--- src/verilog/supervisor_defs.svh ---
`ifndef SUPERVISOR_DEFS_SVH
`define SUPERVISOR_DEFS_SVH

// register map (byte addresses on the plain port)
`define ADDR_CONTROL 4'h0
`define ADDR_STATUS 4'h4
`define ADDR_VOLTAGE 4'h8
`define ADDR_REFERENCE 4'hC
`define ADDR_PERIOD 4'h0
// control fields
`define CTRL_ENABLE_BIT 0
`define CTRL_RESET_VALUE 8'h01
// status fields
`define ST_RUNNING_BIT 0
`define ST_SOFTSTART_BIT 1
`define ST_IN_WINDOW_BIT 2
`define ST_UV_BIT 3
`define ST_OV_BIT 4
`define ST_INHIBIT_BIT 5
// soft start length in clock periods
`define SOFTSTART_CYCLES 2048
// thresholds as fractions: window 12 percent, uv 60 percent
`define WINDOW_PCT 12
`define UV_PCT 60
`define PCT_FULL 100
// uv enable reference level in millivolts
`define UV_ENABLE_MV 600
// voltage code: 0.800 V plus 25 mV steps
`define CODE_BASE_MV 800
`define CODE_STEP_MV 25
// fixed overvoltage threshold in millivolts
`define OV_THRESHOLD_MV 1800
// switching period in core clock cycles (200 MHz / 200 kHz)
`define SWITCH_PERIOD 1000
// uv must persist longer than one switching clock period
`define UV_QUALIFY 1000

`endif

--- src/verilog/supervisor_pkg.sv ---
package supervisor_pkg;
	typedef enum {ST_OFF, ST_SOFTSTART, ST_RUN, ST_UV_LATCH, ST_OV_LATCH} state_t;
	typedef struct packed
	{
		logic high1;
		logic low1;
		logic high2;
		logic low2;
	} gates_t;
endpackage

--- src/verilog/phase_pwm.sv ---
`timescale 1ns/1ps
`default_nettype none
// one phase: high switch on for the first duty counts of each period
module phase_pwm #(
	parameter int PERIOD = 1000,
	parameter int OFFSET = 0
) (
	input wire logic clk,
	input wire logic rst,
	input wire logic run,
	input wire logic [9:0] duty,
	output logic high_on,
	output logic low_on
);
	initial
	begin
		if (PERIOD < 2 || PERIOD > 1024 || OFFSET >= PERIOD)
			$error("phase_pwm: bad period or offset");
	end
	logic [9:0] count;
	wire wrap = (count == 10'(PERIOD - 1));
	wire next_high = run && (count < duty);
	always_ff @(posedge clk)
	begin
		if (rst || !run)
			count <= 10'(OFFSET);
		else
			count <= wrap ? 10'h000 : count + 10'h001;
	end
	always_ff @(posedge clk)
	begin
		if (rst)
		begin
			high_on <= 1'b0;
			low_on <= 1'b0;
		end
		else
		begin
			high_on <= next_high;
			low_on <= run && !next_high;
		end
	end
endmodule
`default_nettype wire

--- src/verilog/softstart_fault_sequencer.sv ---
// Chosen here: the register addresses and the address-and-strobe port.
`timescale 1ns/1ps
`default_nettype none
`include "supervisor_defs.svh"
//
// Overview of operation
// - The in-window flag stays low while the sensed voltage is more than 12 percent from target.
// - The in-window flag is forced low during soft start and compared only after 2048 cycles.
// - Sensed voltage below 60 percent of reference for over one switching clock period turns all switches off and raises fault.
// - The undervoltage fault is latched until power is cycled.
// - Reaching the overvoltage level latches both low switches on, both high off, and raises fault.
// - Overvoltage checking runs in soft start; undervoltage only once the reference reaches 0.6 V.
// - In soft start undervoltage uses the ramping reference and overvoltage uses the fixed 1800 mV level.
// - The reference ramps from zero to the coded value over 2048 clock periods.
// - Both phases switch under closed-loop control as soon as soft start begins.
// - Soft start waits until both supplies are above their turn-on thresholds.
// - A supply undervoltage during operation shuts the device down.
// - A low inhibit pin disables all switches except the latched overvoltage low switches, and all protections, until released.
// - The two phases run 180 degrees apart.
module softstart_fault_sequencer #(
	parameter int RAMP_CYCLES = `SOFTSTART_CYCLES,
	parameter int UV_CYCLES = `UV_QUALIFY,
	parameter int PERIOD = `SWITCH_PERIOD
) (
	input wire logic CORE_CLK,
	input wire logic RESET,
	input wire logic [3:0] ADDR,
	input wire logic [7:0] WDATA,
	input wire logic WR,
	input wire logic RD,
	output logic [7:0] RDATA,
	input wire logic [4:0] VOLTAGE_CODE_INPUTS,
	input wire logic [11:0] SENSED_OUTPUT_VOLTAGE,
	input wire logic CONTROL_SUPPLY_OK,
	input wire logic DRIVER_SUPPLY_OK,
	input wire logic INHIBIT_PIN_LOW,
	input wire logic [9:0] LOOP_DUTY,
	output logic [11:0] LOOP_REFERENCE,
	output logic OUTPUT_IN_WINDOW_FLAG_OE,
	output logic FAULT_INDICATOR_PIN,
	output supervisor_pkg::gates_t GATES
);
	initial
	begin
		if (RAMP_CYCLES < 2 || RAMP_CYCLES > 65535 || UV_CYCLES < 1 ||
			UV_CYCLES > 65535)
			$error("softstart_fault_sequencer: bad ramp or uv count");
	end

	// pin synchronisers
	logic [4:0] code_s1, code_s2;
	logic [11:0] sensed_output_voltage_s1, sensed_output_voltage_s2;
	logic [2:0] misc_s1, misc_s2;
	always_ff @(posedge CORE_CLK)
	begin
		code_s1 <= VOLTAGE_CODE_INPUTS;
		code_s2 <= code_s1;
		sensed_output_voltage_s1 <= SENSED_OUTPUT_VOLTAGE;
		sensed_output_voltage_s2 <= sensed_output_voltage_s1;
		misc_s1 <= {INHIBIT_PIN_LOW, DRIVER_SUPPLY_OK, CONTROL_SUPPLY_OK};
		misc_s2 <= misc_s1;
	end
	wire supplies_ok = misc_s2[0] && misc_s2[1];
	wire inhibit = misc_s2[2];

	// register port
	logic [7:0] control;
	wire enable = control[`CTRL_ENABLE_BIT];
	always_ff @(posedge CORE_CLK)
	begin
		if (RESET)
			control <= `CTRL_RESET_VALUE;
		else if (WR && ADDR == `ADDR_CONTROL)
			control <= WDATA;
	end

	// final reference in millivolts from the voltage code
	wire [11:0] final_ref = 12'(`CODE_BASE_MV) +
		12'(code_s2) * 12'(`CODE_STEP_MV);

	supervisor_pkg::state_t state, next_state;
	logic [15:0] ramp_count;
	logic [15:0] uv_count;
	logic [11:0] reference;
	wire ramp_done = (ramp_count == 16'(RAMP_CYCLES - 1));

	// ramp reference: final * count / (length - 1)
	wire [27:0] ramp_product = 28'(final_ref) * 28'(ramp_count);
	wire [11:0] ramp_ref = 12'(ramp_product / 28'(RAMP_CYCLES - 1));
	wire [11:0] next_reference = (state == supervisor_pkg::ST_SOFTSTART) ?
		ramp_ref : final_ref;

	// threshold compares scaled to avoid division
	wire [19:0] sensed_output_voltage_scaled = 20'(sensed_output_voltage_s2) * 20'(`PCT_FULL);
	wire [19:0] uv_limit = 20'(reference) * 20'(`UV_PCT);
	wire [19:0] win_low = 20'(final_ref) * 20'(`PCT_FULL - `WINDOW_PCT);
	wire [19:0] win_high = 20'(final_ref) * 20'(`PCT_FULL + `WINDOW_PCT);
	wire below_uv = sensed_output_voltage_scaled < uv_limit;
	wire in_window = (sensed_output_voltage_scaled >= win_low) && (sensed_output_voltage_scaled <= win_high);
	// overvoltage against the fixed level, independent of ramp
	wire over_ov = sensed_output_voltage_s2 >= 12'(`OV_THRESHOLD_MV);
	wire uv_armed = reference >= 12'(`UV_ENABLE_MV);
	wire active = (state == supervisor_pkg::ST_SOFTSTART) ||
		(state == supervisor_pkg::ST_RUN);
	// protections only while switching and not inhibited
	wire ov_check = active && !inhibit;
	wire uv_check = active && !inhibit && uv_armed && below_uv;
	wire uv_trip = uv_check && (uv_count == 16'(UV_CYCLES - 1));

	always_comb
	begin
		next_state = state;
		case (state)
			supervisor_pkg::ST_OFF:
				if (supplies_ok && !inhibit && enable)
					next_state = supervisor_pkg::ST_SOFTSTART;
			supervisor_pkg::ST_SOFTSTART, supervisor_pkg::ST_RUN:
				if (ov_check && over_ov)
					next_state = supervisor_pkg::ST_OV_LATCH;
				else if (uv_trip)
					next_state = supervisor_pkg::ST_UV_LATCH;
				else if (!supplies_ok || inhibit || !enable)
					next_state = supervisor_pkg::ST_OFF;
				else if (state == supervisor_pkg::ST_SOFTSTART && ramp_done)
					next_state = supervisor_pkg::ST_RUN;
			// latched until power cycle resets the core
			supervisor_pkg::ST_UV_LATCH:
				next_state = supervisor_pkg::ST_UV_LATCH;
			supervisor_pkg::ST_OV_LATCH:
				next_state = supervisor_pkg::ST_OV_LATCH;
			default:
				next_state = supervisor_pkg::ST_OFF;
		endcase
	end

	always_ff @(posedge CORE_CLK)
	begin
		if (RESET)
			state <= supervisor_pkg::ST_OFF;
		else
			state <= next_state;
	end

	always_ff @(posedge CORE_CLK)
	begin
		if (RESET || state != supervisor_pkg::ST_SOFTSTART)
			ramp_count <= 16'h0000;
		else if (!ramp_done)
			ramp_count <= ramp_count + 16'h0001;
	end

	// qualify count restarts when voltage recovers
	always_ff @(posedge CORE_CLK)
	begin
		if (RESET || !uv_check)
			uv_count <= 16'h0000;
		else if (!uv_trip)
			uv_count <= uv_count + 16'h0001;
	end

	always_ff @(posedge CORE_CLK)
	begin
		if (RESET || state == supervisor_pkg::ST_OFF)
			reference <= 12'h000;
		else
			reference <= next_reference;
	end
	assign LOOP_REFERENCE = reference;

	// open drain: enable pulls low unless in run and in window
	logic window_good;
	always_ff @(posedge CORE_CLK)
	begin
		if (RESET)
			window_good <= 1'b0;
		else
			window_good <= (next_state == supervisor_pkg::ST_RUN) &&
				in_window;
	end
	assign OUTPUT_IN_WINDOW_FLAG_OE = !window_good;

	always_ff @(posedge CORE_CLK)
	begin
		if (RESET)
			FAULT_INDICATOR_PIN <= 1'b0;
		else
			FAULT_INDICATOR_PIN <=
				(next_state == supervisor_pkg::ST_UV_LATCH) ||
				(next_state == supervisor_pkg::ST_OV_LATCH);
	end

	// two phases 180 degrees apart
	wire run_pwm = active && !inhibit;
	logic hi1, lo1, hi2, lo2;
	phase_pwm #(.PERIOD(PERIOD), .OFFSET(0)) phase_a (
		.clk(CORE_CLK),
		.rst(RESET),
		.run(run_pwm),
		.duty(LOOP_DUTY),
		.high_on(hi1),
		.low_on(lo1)
	);
	phase_pwm #(.PERIOD(PERIOD), .OFFSET(PERIOD / 2)) phase_b (
		.clk(CORE_CLK),
		.rst(RESET),
		.run(run_pwm),
		.duty(LOOP_DUTY),
		.high_on(hi2),
		.low_on(lo2)
	);
	wire ov_latched = (state == supervisor_pkg::ST_OV_LATCH);
	always_comb
	begin
		// crowbar: lows on, highs off other stops all off
		GATES.high1 = hi1 && active && !inhibit;
		GATES.low1 = ov_latched || (lo1 && active && !inhibit);
		GATES.high2 = hi2 && active && !inhibit;
		GATES.low2 = ov_latched || (lo2 && active && !inhibit);
	end

	// read port
	wire [7:0] status = {2'b00, inhibit,
		state == supervisor_pkg::ST_OV_LATCH,
		state == supervisor_pkg::ST_UV_LATCH, window_good,
		state == supervisor_pkg::ST_SOFTSTART, active};
	wire [7:0] read_mux =
		(ADDR == `ADDR_CONTROL) ? control :
		(ADDR == `ADDR_STATUS) ? status :
		(ADDR == `ADDR_VOLTAGE) ? {3'b000, code_s2} :
		(ADDR == `ADDR_REFERENCE) ? reference[11:4] : 8'h00;
	always_ff @(posedge CORE_CLK)
	begin
		if (RESET)
			RDATA <= 8'h00;
		else if (RD)
			RDATA <= read_mux;
		else
			RDATA <= 8'h00;
	end
endmodule
`default_nettype wire

--- config.mk ---
export PLATFORM = sky130hd
export DESIGN_NAME = softstart_fault_sequencer
export DESIGN_NICKNAME = d
export VERILOG_FILES = /design/src/verilog/supervisor_pkg.sv /design/src/verilog/phase_pwm.sv /design/src/verilog/softstart_fault_sequencer.sv
export VERILOG_INCLUDE_DIRS = /design/src /design/src/verilog
export SDC_FILE = /design/constraint.sdc
export NUM_CORES = 1
export LEC_CHECK = 0
export ABC_AREA = 0
export BUFFER_PORTS_ARGS = -buffer_cell sky130_fd_sc_hd__clkbuf_2
export CORE_ASPECT_RATIO = 0.8
export CORE_MARGIN = 2
export CORE_UTILIZATION = 35
export DETAILED_ROUTE_END_ITERATION = 8
export MAX_ROUTING_LAYER = met4
export PLACE_DENSITY = 0.59
export SYNTH_ARGS = -nofsm -noshare
export SYNTH_HDL_FRONTEND = slang
export SYNTH_HIERARCHICAL = 1
export SYNTH_SLANG_ARGS = --single-unit
export TNS_END_PERCENT = 5
--- constraint.sdc ---
create_clock -name CORE_CLK -period 18.25 [get_ports CORE_CLK]
set_clock_uncertainty 0.15 [all_clocks]
set_input_delay 3.65 -clock CORE_CLK [delete_from_list [all_inputs] [get_ports CORE_CLK]]
set_output_delay 3.65 -clock CORE_CLK [all_outputs]
set_load 0.02 [all_outputs]
==> results of run 1 <==
-- registers in the layout, summed over array words and instances (netlist names), 10 cells and up --
signal,cells
LOOP_REFERENCE,12
phase_a/count,10
phase_b/count,10
ramp_count,16
sensed_output_voltage_s1,12
sensed_output_voltage_s2,12
state,32
uv_count,16
-- per-layer routing --
layer | track usage [%] | share of wire, %
met5 | - | 0
met4 | 2.52 | 0.65
met3 | 3.08 | 6.0
met2 | 28.5 | 42
met1 | 30.2 | 51
-- what timing repair did --
action,in CTS,in global routing
buffers inserted,17,47
endpoints found under the setup margin,2,3
gates resized for setup,43,129
pin swaps,25,73
-- area by class of cell --
cell class	instances	area share [%]
clock buffer	18	1.47
timing repair buffer	590	14.3
clock inverter	14	0.397
multi-input combinational	2273	65.8
sequential	158	10.6
tap	850	3.55
inverter	310	3.91
-- logic make-up (layout without fill, tap and decap cells) --
| kind of cell | count (synthesis) | after routing | share of synthesized area [%] |
|---|---|---|---|
| buf+inv | 399 | 932 | 6.79 |
| xor+xnor | 141 | 141 | 5.39 |
| compound gates | 682 | 682 | 21.5 |
| mux | 20 | 20 | 0.913 |
| fa+ha+maj | 437 | 437 | 29.5 |
| other cells | 1 | 29 | 0.0164 |
| flops | 158 | 158 | 13.8 |
| simple gates | 964 | 964 | 22.1 |
-- power groups by stage --
stage	Sequential, mW	Combinational [mW]	Clock, mW
after detailed placement	0.381	0.981	0
final	0.373	0.998	0.348
after floorplan	0.380	0.759	0
after CTS	0.373	0.992	0.357
after global routing	0.375	1.16	0.371
after global placement	0.381	0.971	0
-- placed cells by master, fill, tap and decap left out, drive strengths merged, types with 31 or more instances in the layout --
cell type  Yosys  routed
inv          309     319
clkbuf        60      89
and2         112     112
a21o          40      40
nor2         188     188
a211oi        35      35
o21ai        125     125
nand2        242     242
fa           173     173
nor4          31      31
dfxtp        158     158
buf           29     519
nor3          64      64
xor2          50      50
nand3         91      91
xnor2         91      91
nand4         54      54
a21oi        179     179
ha           260     260
-- worst min path at each step --
stage,startpoint,endpoint,slack [ps],cells past startpoint
2_1_floorplan,code_s1[1],code_s2[1],160,0
3_3_place_gp,sensed_output_voltage_s1[4],sensed_output_voltage_s2[4],160,0
3_5_place_dp,code_s1[3],code_s2[3],160,0
4_1_cts,code_s1[3],code_s2[3],170,0
5_1_grt,sensed_output_voltage_s1[5],sensed_output_voltage_s2[5],170,0
6_report,code_s1[3],code_s2[3],170,0
-- stage by stage --
step                setup TNS [ps]  utilization [%]  hold slack [ps]
floorplan                        0                -              159
global placement              -661             43.6              162
detailed placement            -903             43.6              162
CTS                              0             45.0              168
global route                  -845             46.5              171
finish                           0             46.5              166
-- worst max-delay path: cells and delay by family, from the launching register on --
family / cells / cell delay [ps]
AOI/OAI and AO/OA: 26 / 5150
DFF: 1 / 390
muxes: 2 / 670
adders and majority gates: 12 / 4360
xor gates and xnor gates: 2 / 360
and+or+nand+nor: 18 / 5260
buffers and inverters: 11 / 1570
==> impl_metrics.yaml, run 1 <==
yosys:
  yosysSeqAreaShare_pct: 13.8
  ys_top_cells_by_count: "inv_1 (309), ha_1 (260), nand2_1 (241), nor2_1 (187), a21oi_1 (175)"
  synth_cell_types: 124
  syn_area_per_cell_um2: 8.17
  yosysTopAreaCell: "fa_1"
  ys.flop_type: "dfxtp_1"
  synth_cells: 2802
  ys_ff_latch: 158
  synth_area_mm2: 0.0229
  synth_top_area_share_pct: 15.1
  yosys-top-cells-area: "fa_1 (15%), ha_1 (14%), dfxtp_1 (14%), inv_1 (5.1%), nand2_1 (4.0%)"
  synth.most_common_cell: "inv_1"
  async_reset_ff_share_pct: 0
  synth_edf_count: 0
  yosys_warnings: 6
critical_path:
  reg2reg_to: "LOOP_REFERENCE[0]"
  reg2reg_depth: 71
  crit_end: "LOOP_REFERENCE[0]"
  worstSetupPathType: "flip-flop to flip-flop"
  cp_max_fo: 8
  crit_top_cell: "buf_4"
  crit_start: "code_s2[2]"
  crit_required_ps: 18440
  cp_data_arrival_time_ps: 18230
  max_stage_delay_ps: 570
  end_kind: "flip-flop"
  reg2reg_from: "code_s2[2]"
  start_kind: "flip-flop"
  r2r_slack_ps: 210
  crit_slowest_cell: "fa_1"
final_layout:
  fin_cells: 4213
  nFillCells: 6284
  drive_gt1_share_pct: 27.5
  multi_input_area_mm2: 0.0197
  stdcell_area_mm2: 0.0300
  nets: 3829
  antennaDiodeCount: 0
  regArea_mm2: 0.00317
  area_delta_synth_final_pct: 30.9
global_routing:
  grt_use_total_pct: 20.0
  grt-ovfl-total: 0
  grt_max_degree: 24
  antenna_found_initial: 0
  grt_pass1_vias: 20700
  grt_pass1_wl_um: 109000
clock_tree:
  h-tree-depth: 4
  cts_made_buffers: 17
  cts_tree: "done"
  cts_max_path_buffers: 2
  ctsHoldBuffers: 0
  clk_pin_slew_ps: 80
  clock_sinks: 158
  cts.root.buffer_cell: "clkbuf_16"
  insertion_delay_ps: 460
route:
  drcViolationCount: 0
  final_antenna_net_count: 0
  dr.first_iter.drc_count: 1633
  vias_per_cell: 5.28
  postRouteWirelength_um: 66500
  avgRoutedWirePerCell_um: 15.8
  first_pass_iters: 5
  routed-via-count: 22200
timing:
  layout_setup_ws_ps: 212
  finalCritPeriodShare_pct: 98.8
  hold_violations: 0
  finalSetupViolations: 0
  final_max_slew_viol_count: 0
  rsz0062_at_grt: "yes"
  max_freq_ghz: 0.0554
  max-slew-margin-rel_pct: 45.1
  worst_pin_slew_ps: 817
  period_needed_ps: 18040
min_path:
  hold_class: "flip-flop to flip-flop"
power_and_ir_drop:
  power.share.sequential_pct: 21.7
  power.total_mw: 1.72
  ir_worst_vdd_mv: 0.0905
  intPower_mw: 0.995
  switchingPower_mw: 0.723
  power_frac_comb_pct: 58.1
  switching_share_pct: 42.1
  p_per_area_mw_per_mm2: 57.3
  power.share.clock_pct: 20.2
  power.static_leakage_nw: 13.2
die:
  die_width_um: 290
  rows: 83
  ios: 72
  start_util_pct: 35.6
  die_h_um: 233
  die_area_mm2: 0.0675
  core_mm2: 0.0644
placed_design:
  gp_congestion: 0.940
  hpwlAfterDp_um: 53800
  pre_cts_slack_ps: -487
  placed_cells: 4117
  io_buffer_count: 71
  placed_cell_area_mm2: 0.0281
outcome:
  status: "finished, final reports clean"
job:
  drv_cap: 0
Note: power is estimated with default switching activity, not from simulation.
==> run 2, diff against run 1 <==
SYNTH_HIERARCHICAL = not set   (was 1)
==> impl_metrics.yaml, run 2 <==
yosys:
  async_reset_ff_share_pct: 0
  yosys-top-cells-area: "fa_1 (16%), ha_1 (15%), dfxtp_1 (14%), inv_1 (5.1%), nand2_1 (3.9%)"
  synth_area_mm2: 0.0223
  synth_cells: 2709
  yosysTopAreaCell: "fa_1"
  ys.flop_type: "dfxtp_1"
  ys_ff_latch: 158
  ys_top_cells_by_count: "inv_1 (301), ha_1 (260), nand2_1 (231), nor2_1 (191), fa_1 (173)"
  synth_cell_types: 122
  syn_area_per_cell_um2: 8.22
  yosysSeqAreaShare_pct: 14.2
  synth_top_area_share_pct: 15.6
  yosys_warnings: 0
  synth.most_common_cell: "inv_1"
  synth_edf_count: 0
route:
  vias_per_cell: 5.15
  routed-via-count: 21600
  dr_wl_met3_um: 3430
  top_layer_used: "met4"
  first_pass_iters: 5
  dr.first_iter.drc_count: 1325
  met1_length_um: 34600
  drcViolationCount: 0
  avgRoutedWirePerCell_um: 15.9
  met2WireLength_um: 28000
  postRouteWirelength_um: 66800
  final_antenna_net_count: 0
job:
  drv_cap: 0
timing:
  worst_pin_slew_ps: 895
  period_needed_ps: 18030
  finalCritPeriodShare_pct: 98.8
  max_freq_ghz: 0.0555
  finalSetupViolations: 0
  final_max_slew_viol_count: 0
  hold_violations: 0
  rsz0062_at_grt: "yes"
  max-slew-margin-rel_pct: 39.8
  tns_ps: 0
critical_path:
  max_stage_delay_ps: 580
  crit_required_ps: 18460
  r2r_slack_ps: 220
  reg2reg_from: "code_s2[2]"
  worstSetupPathType: "flip-flop to flip-flop"
  end_kind: "flip-flop"
  reg2reg_depth: 73
  crit_slowest_cell: "or4b_4"
  cp_data_arrival_time_ps: 18240
  reg2reg_to: "LOOP_REFERENCE[0]"
  cp_max_fo: 7
  start_kind: "flip-flop"
final_layout:
  regArea_mm2: 0.00317
  multi_input_area_mm2: 0.0194
  drive_gt1_share_pct: 30.3
  area_delta_synth_final_pct: 36.3
  largest_reg_flops: 32
  largest-register: "state"
  fin_util_pct: 48.3
  nets: 3824
  nFillCells: 5939
  final_common_cell: "buf_4"
  final_cell_mix: "buf_4 (568), inv_1 (295), ha_1 (231)"
  reg_top3: "state: 32 flops, ramp_count: 16 flops, uv_count: 16 flops"
global_routing:
  grt_pass1_vias: 20500
  grt_use_total_pct: 20.5
  antenna_found_initial: 2
  grt_max_degree: 24
  grt-ovfl-total: 0
  grt_pass1_wl_um: 107000
die:
  ios: 72
  die_h_um: 230
  start_util_pct: 35.4
  die_width_um: 286
  core_mm2: 0.0628
  rows: 82
  die_area_mm2: 0.0656
clock_tree:
  clk_pin_slew_ps: 70
  ctsHoldBuffers: 0
  cts_tree: "done"
  insertion_delay_ps: 450
  cts.root.buffer_cell: "clkbuf_16"
  h-tree-depth: 4
  cts_made_buffers: 17
  clock_sinks: 158
  cts_max_path_buffers: 2
outcome:
  status: "finished, final reports clean"
min_path:
  hold_path_depth: 0
  hold_class: "flip-flop to flip-flop"
  hold_start: "sensed_output_voltage_s1[10]"
  hold_end: "sensed_output_voltage_s2[10]"
placed_design:
  io_buffer_count: 71
  gp_congestion: 0.907
  hpwlAfterDp_um: 52500
power_and_ir_drop:
  ir_worst_vdd_mv: 0.0681
  p_per_area_mw_per_mm2: 57.2
  power.static_leakage_nw: 13.7
[run 2: cell count changes after synthesis, sizes merged, moves of 8 or more]
cell and delta:
clkbuf -8, a31oi +8, o211ai +8, nand3 -15
nor3 -9, nand2 -10, xor2 +8, and3 +9
or3 -11, nand2b +12, mux2i +8, a21oi -26
[run 2: per-layer routing]
layer	global-route usage, %	vias up
met1	31.3	10300
met5	-	-
met4	2.96	0
met2	29.0	537
li1	-	10800
met3	2.63	48
[run 2: worst max-delay path by stage]
stage | slack [ps] | end | cells after the start | startpoint
6_report | 220 | LOOP_REFERENCE[0] | 73 | code_s2[2]
3_5_place_dp | -570 | LOOP_REFERENCE[0] | 75 | code_s2[2]
4_1_cts | 2 | LOOP_REFERENCE[0] | 75 | code_s2[2]
5_1_grt | -440 | LOOP_REFERENCE[0] | 76 | code_s2[2]
2_1_floorplan | 20 | LOOP_REFERENCE[0] | 73 | code_s2[2]
3_3_place_gp | -500 | LOOP_REFERENCE[0] | 72 | code_s2[2]
[run 2: worst max-delay path: cells and delay by family, from the launching register on]
kind            cells  cell delay (ps)
compound gates     25             5680
simple gates       22             5840
fa+ha+maj          12             4320
buf+inv            12             1240
xor+xnor            2              300
flops               1              390
[run 2: metrics by stage]
step	area, um^2	setup slack (ps)	power (mW)	hold WS [ps]	cells
detailed placement	27400	-568	1.35	162	4072
global placement	27400	-499	1.34	162	4072
CTS	28600	2.22	1.72	174	4135
finish	30300	219	1.74	175	4199
global route	30300	-442	1.94	175	4199
floorplan	22500	18.9	1.12	159	2737
[run 2: where the power goes]
group,internal [mW],switching (mW)
combinational,0.457,0.550
clock,0.192,0.162
sequential,0.357,0.0166
[run 2: logic make-up (layout without fill, tap and decap cells)]
| logic type | Yosys count | after routing | share of synthesized area (%) |
|---|---|---|---|
| AND/OR/NAND/NOR | 930 | 930 | 21.8 |
| AO/OA/AOI/OAI | 625 | 626 | 19.8 |
| adder cells (fa/ha/maj) | 435 | 435 | 30.3 |
| buffers and inverters | 382 | 1001 | 6.73 |
| flip-flops | 158 | 158 | 14.2 |
| XOR/XNOR | 153 | 154 | 6.09 |
| multiplexers | 25 | 25 | 1.16 |
| other | 1 | 30 | 0.0168 |
[run 2: what timing repair did]
action                     4_1_cts  5_1_grt
gates resized for setup         85      245
pin swaps                       52      155
setup endpoints to repair        2        3
gates cloned                     2        1
setup buffers                   29       63
[run 2: cell type report]
cell class / instances / share of cell area [%]
diodes: 1 / 0.00825
clock buffers: 17 / 1.40
clock inverters: 15 / 0.487
inverters: 302 / 3.75
multi-input cells: 2199 / 64.1
flip-flops and latches: 158 / 10.5
well taps: 840 / 3.47
repair buffers: 667 / 16.4
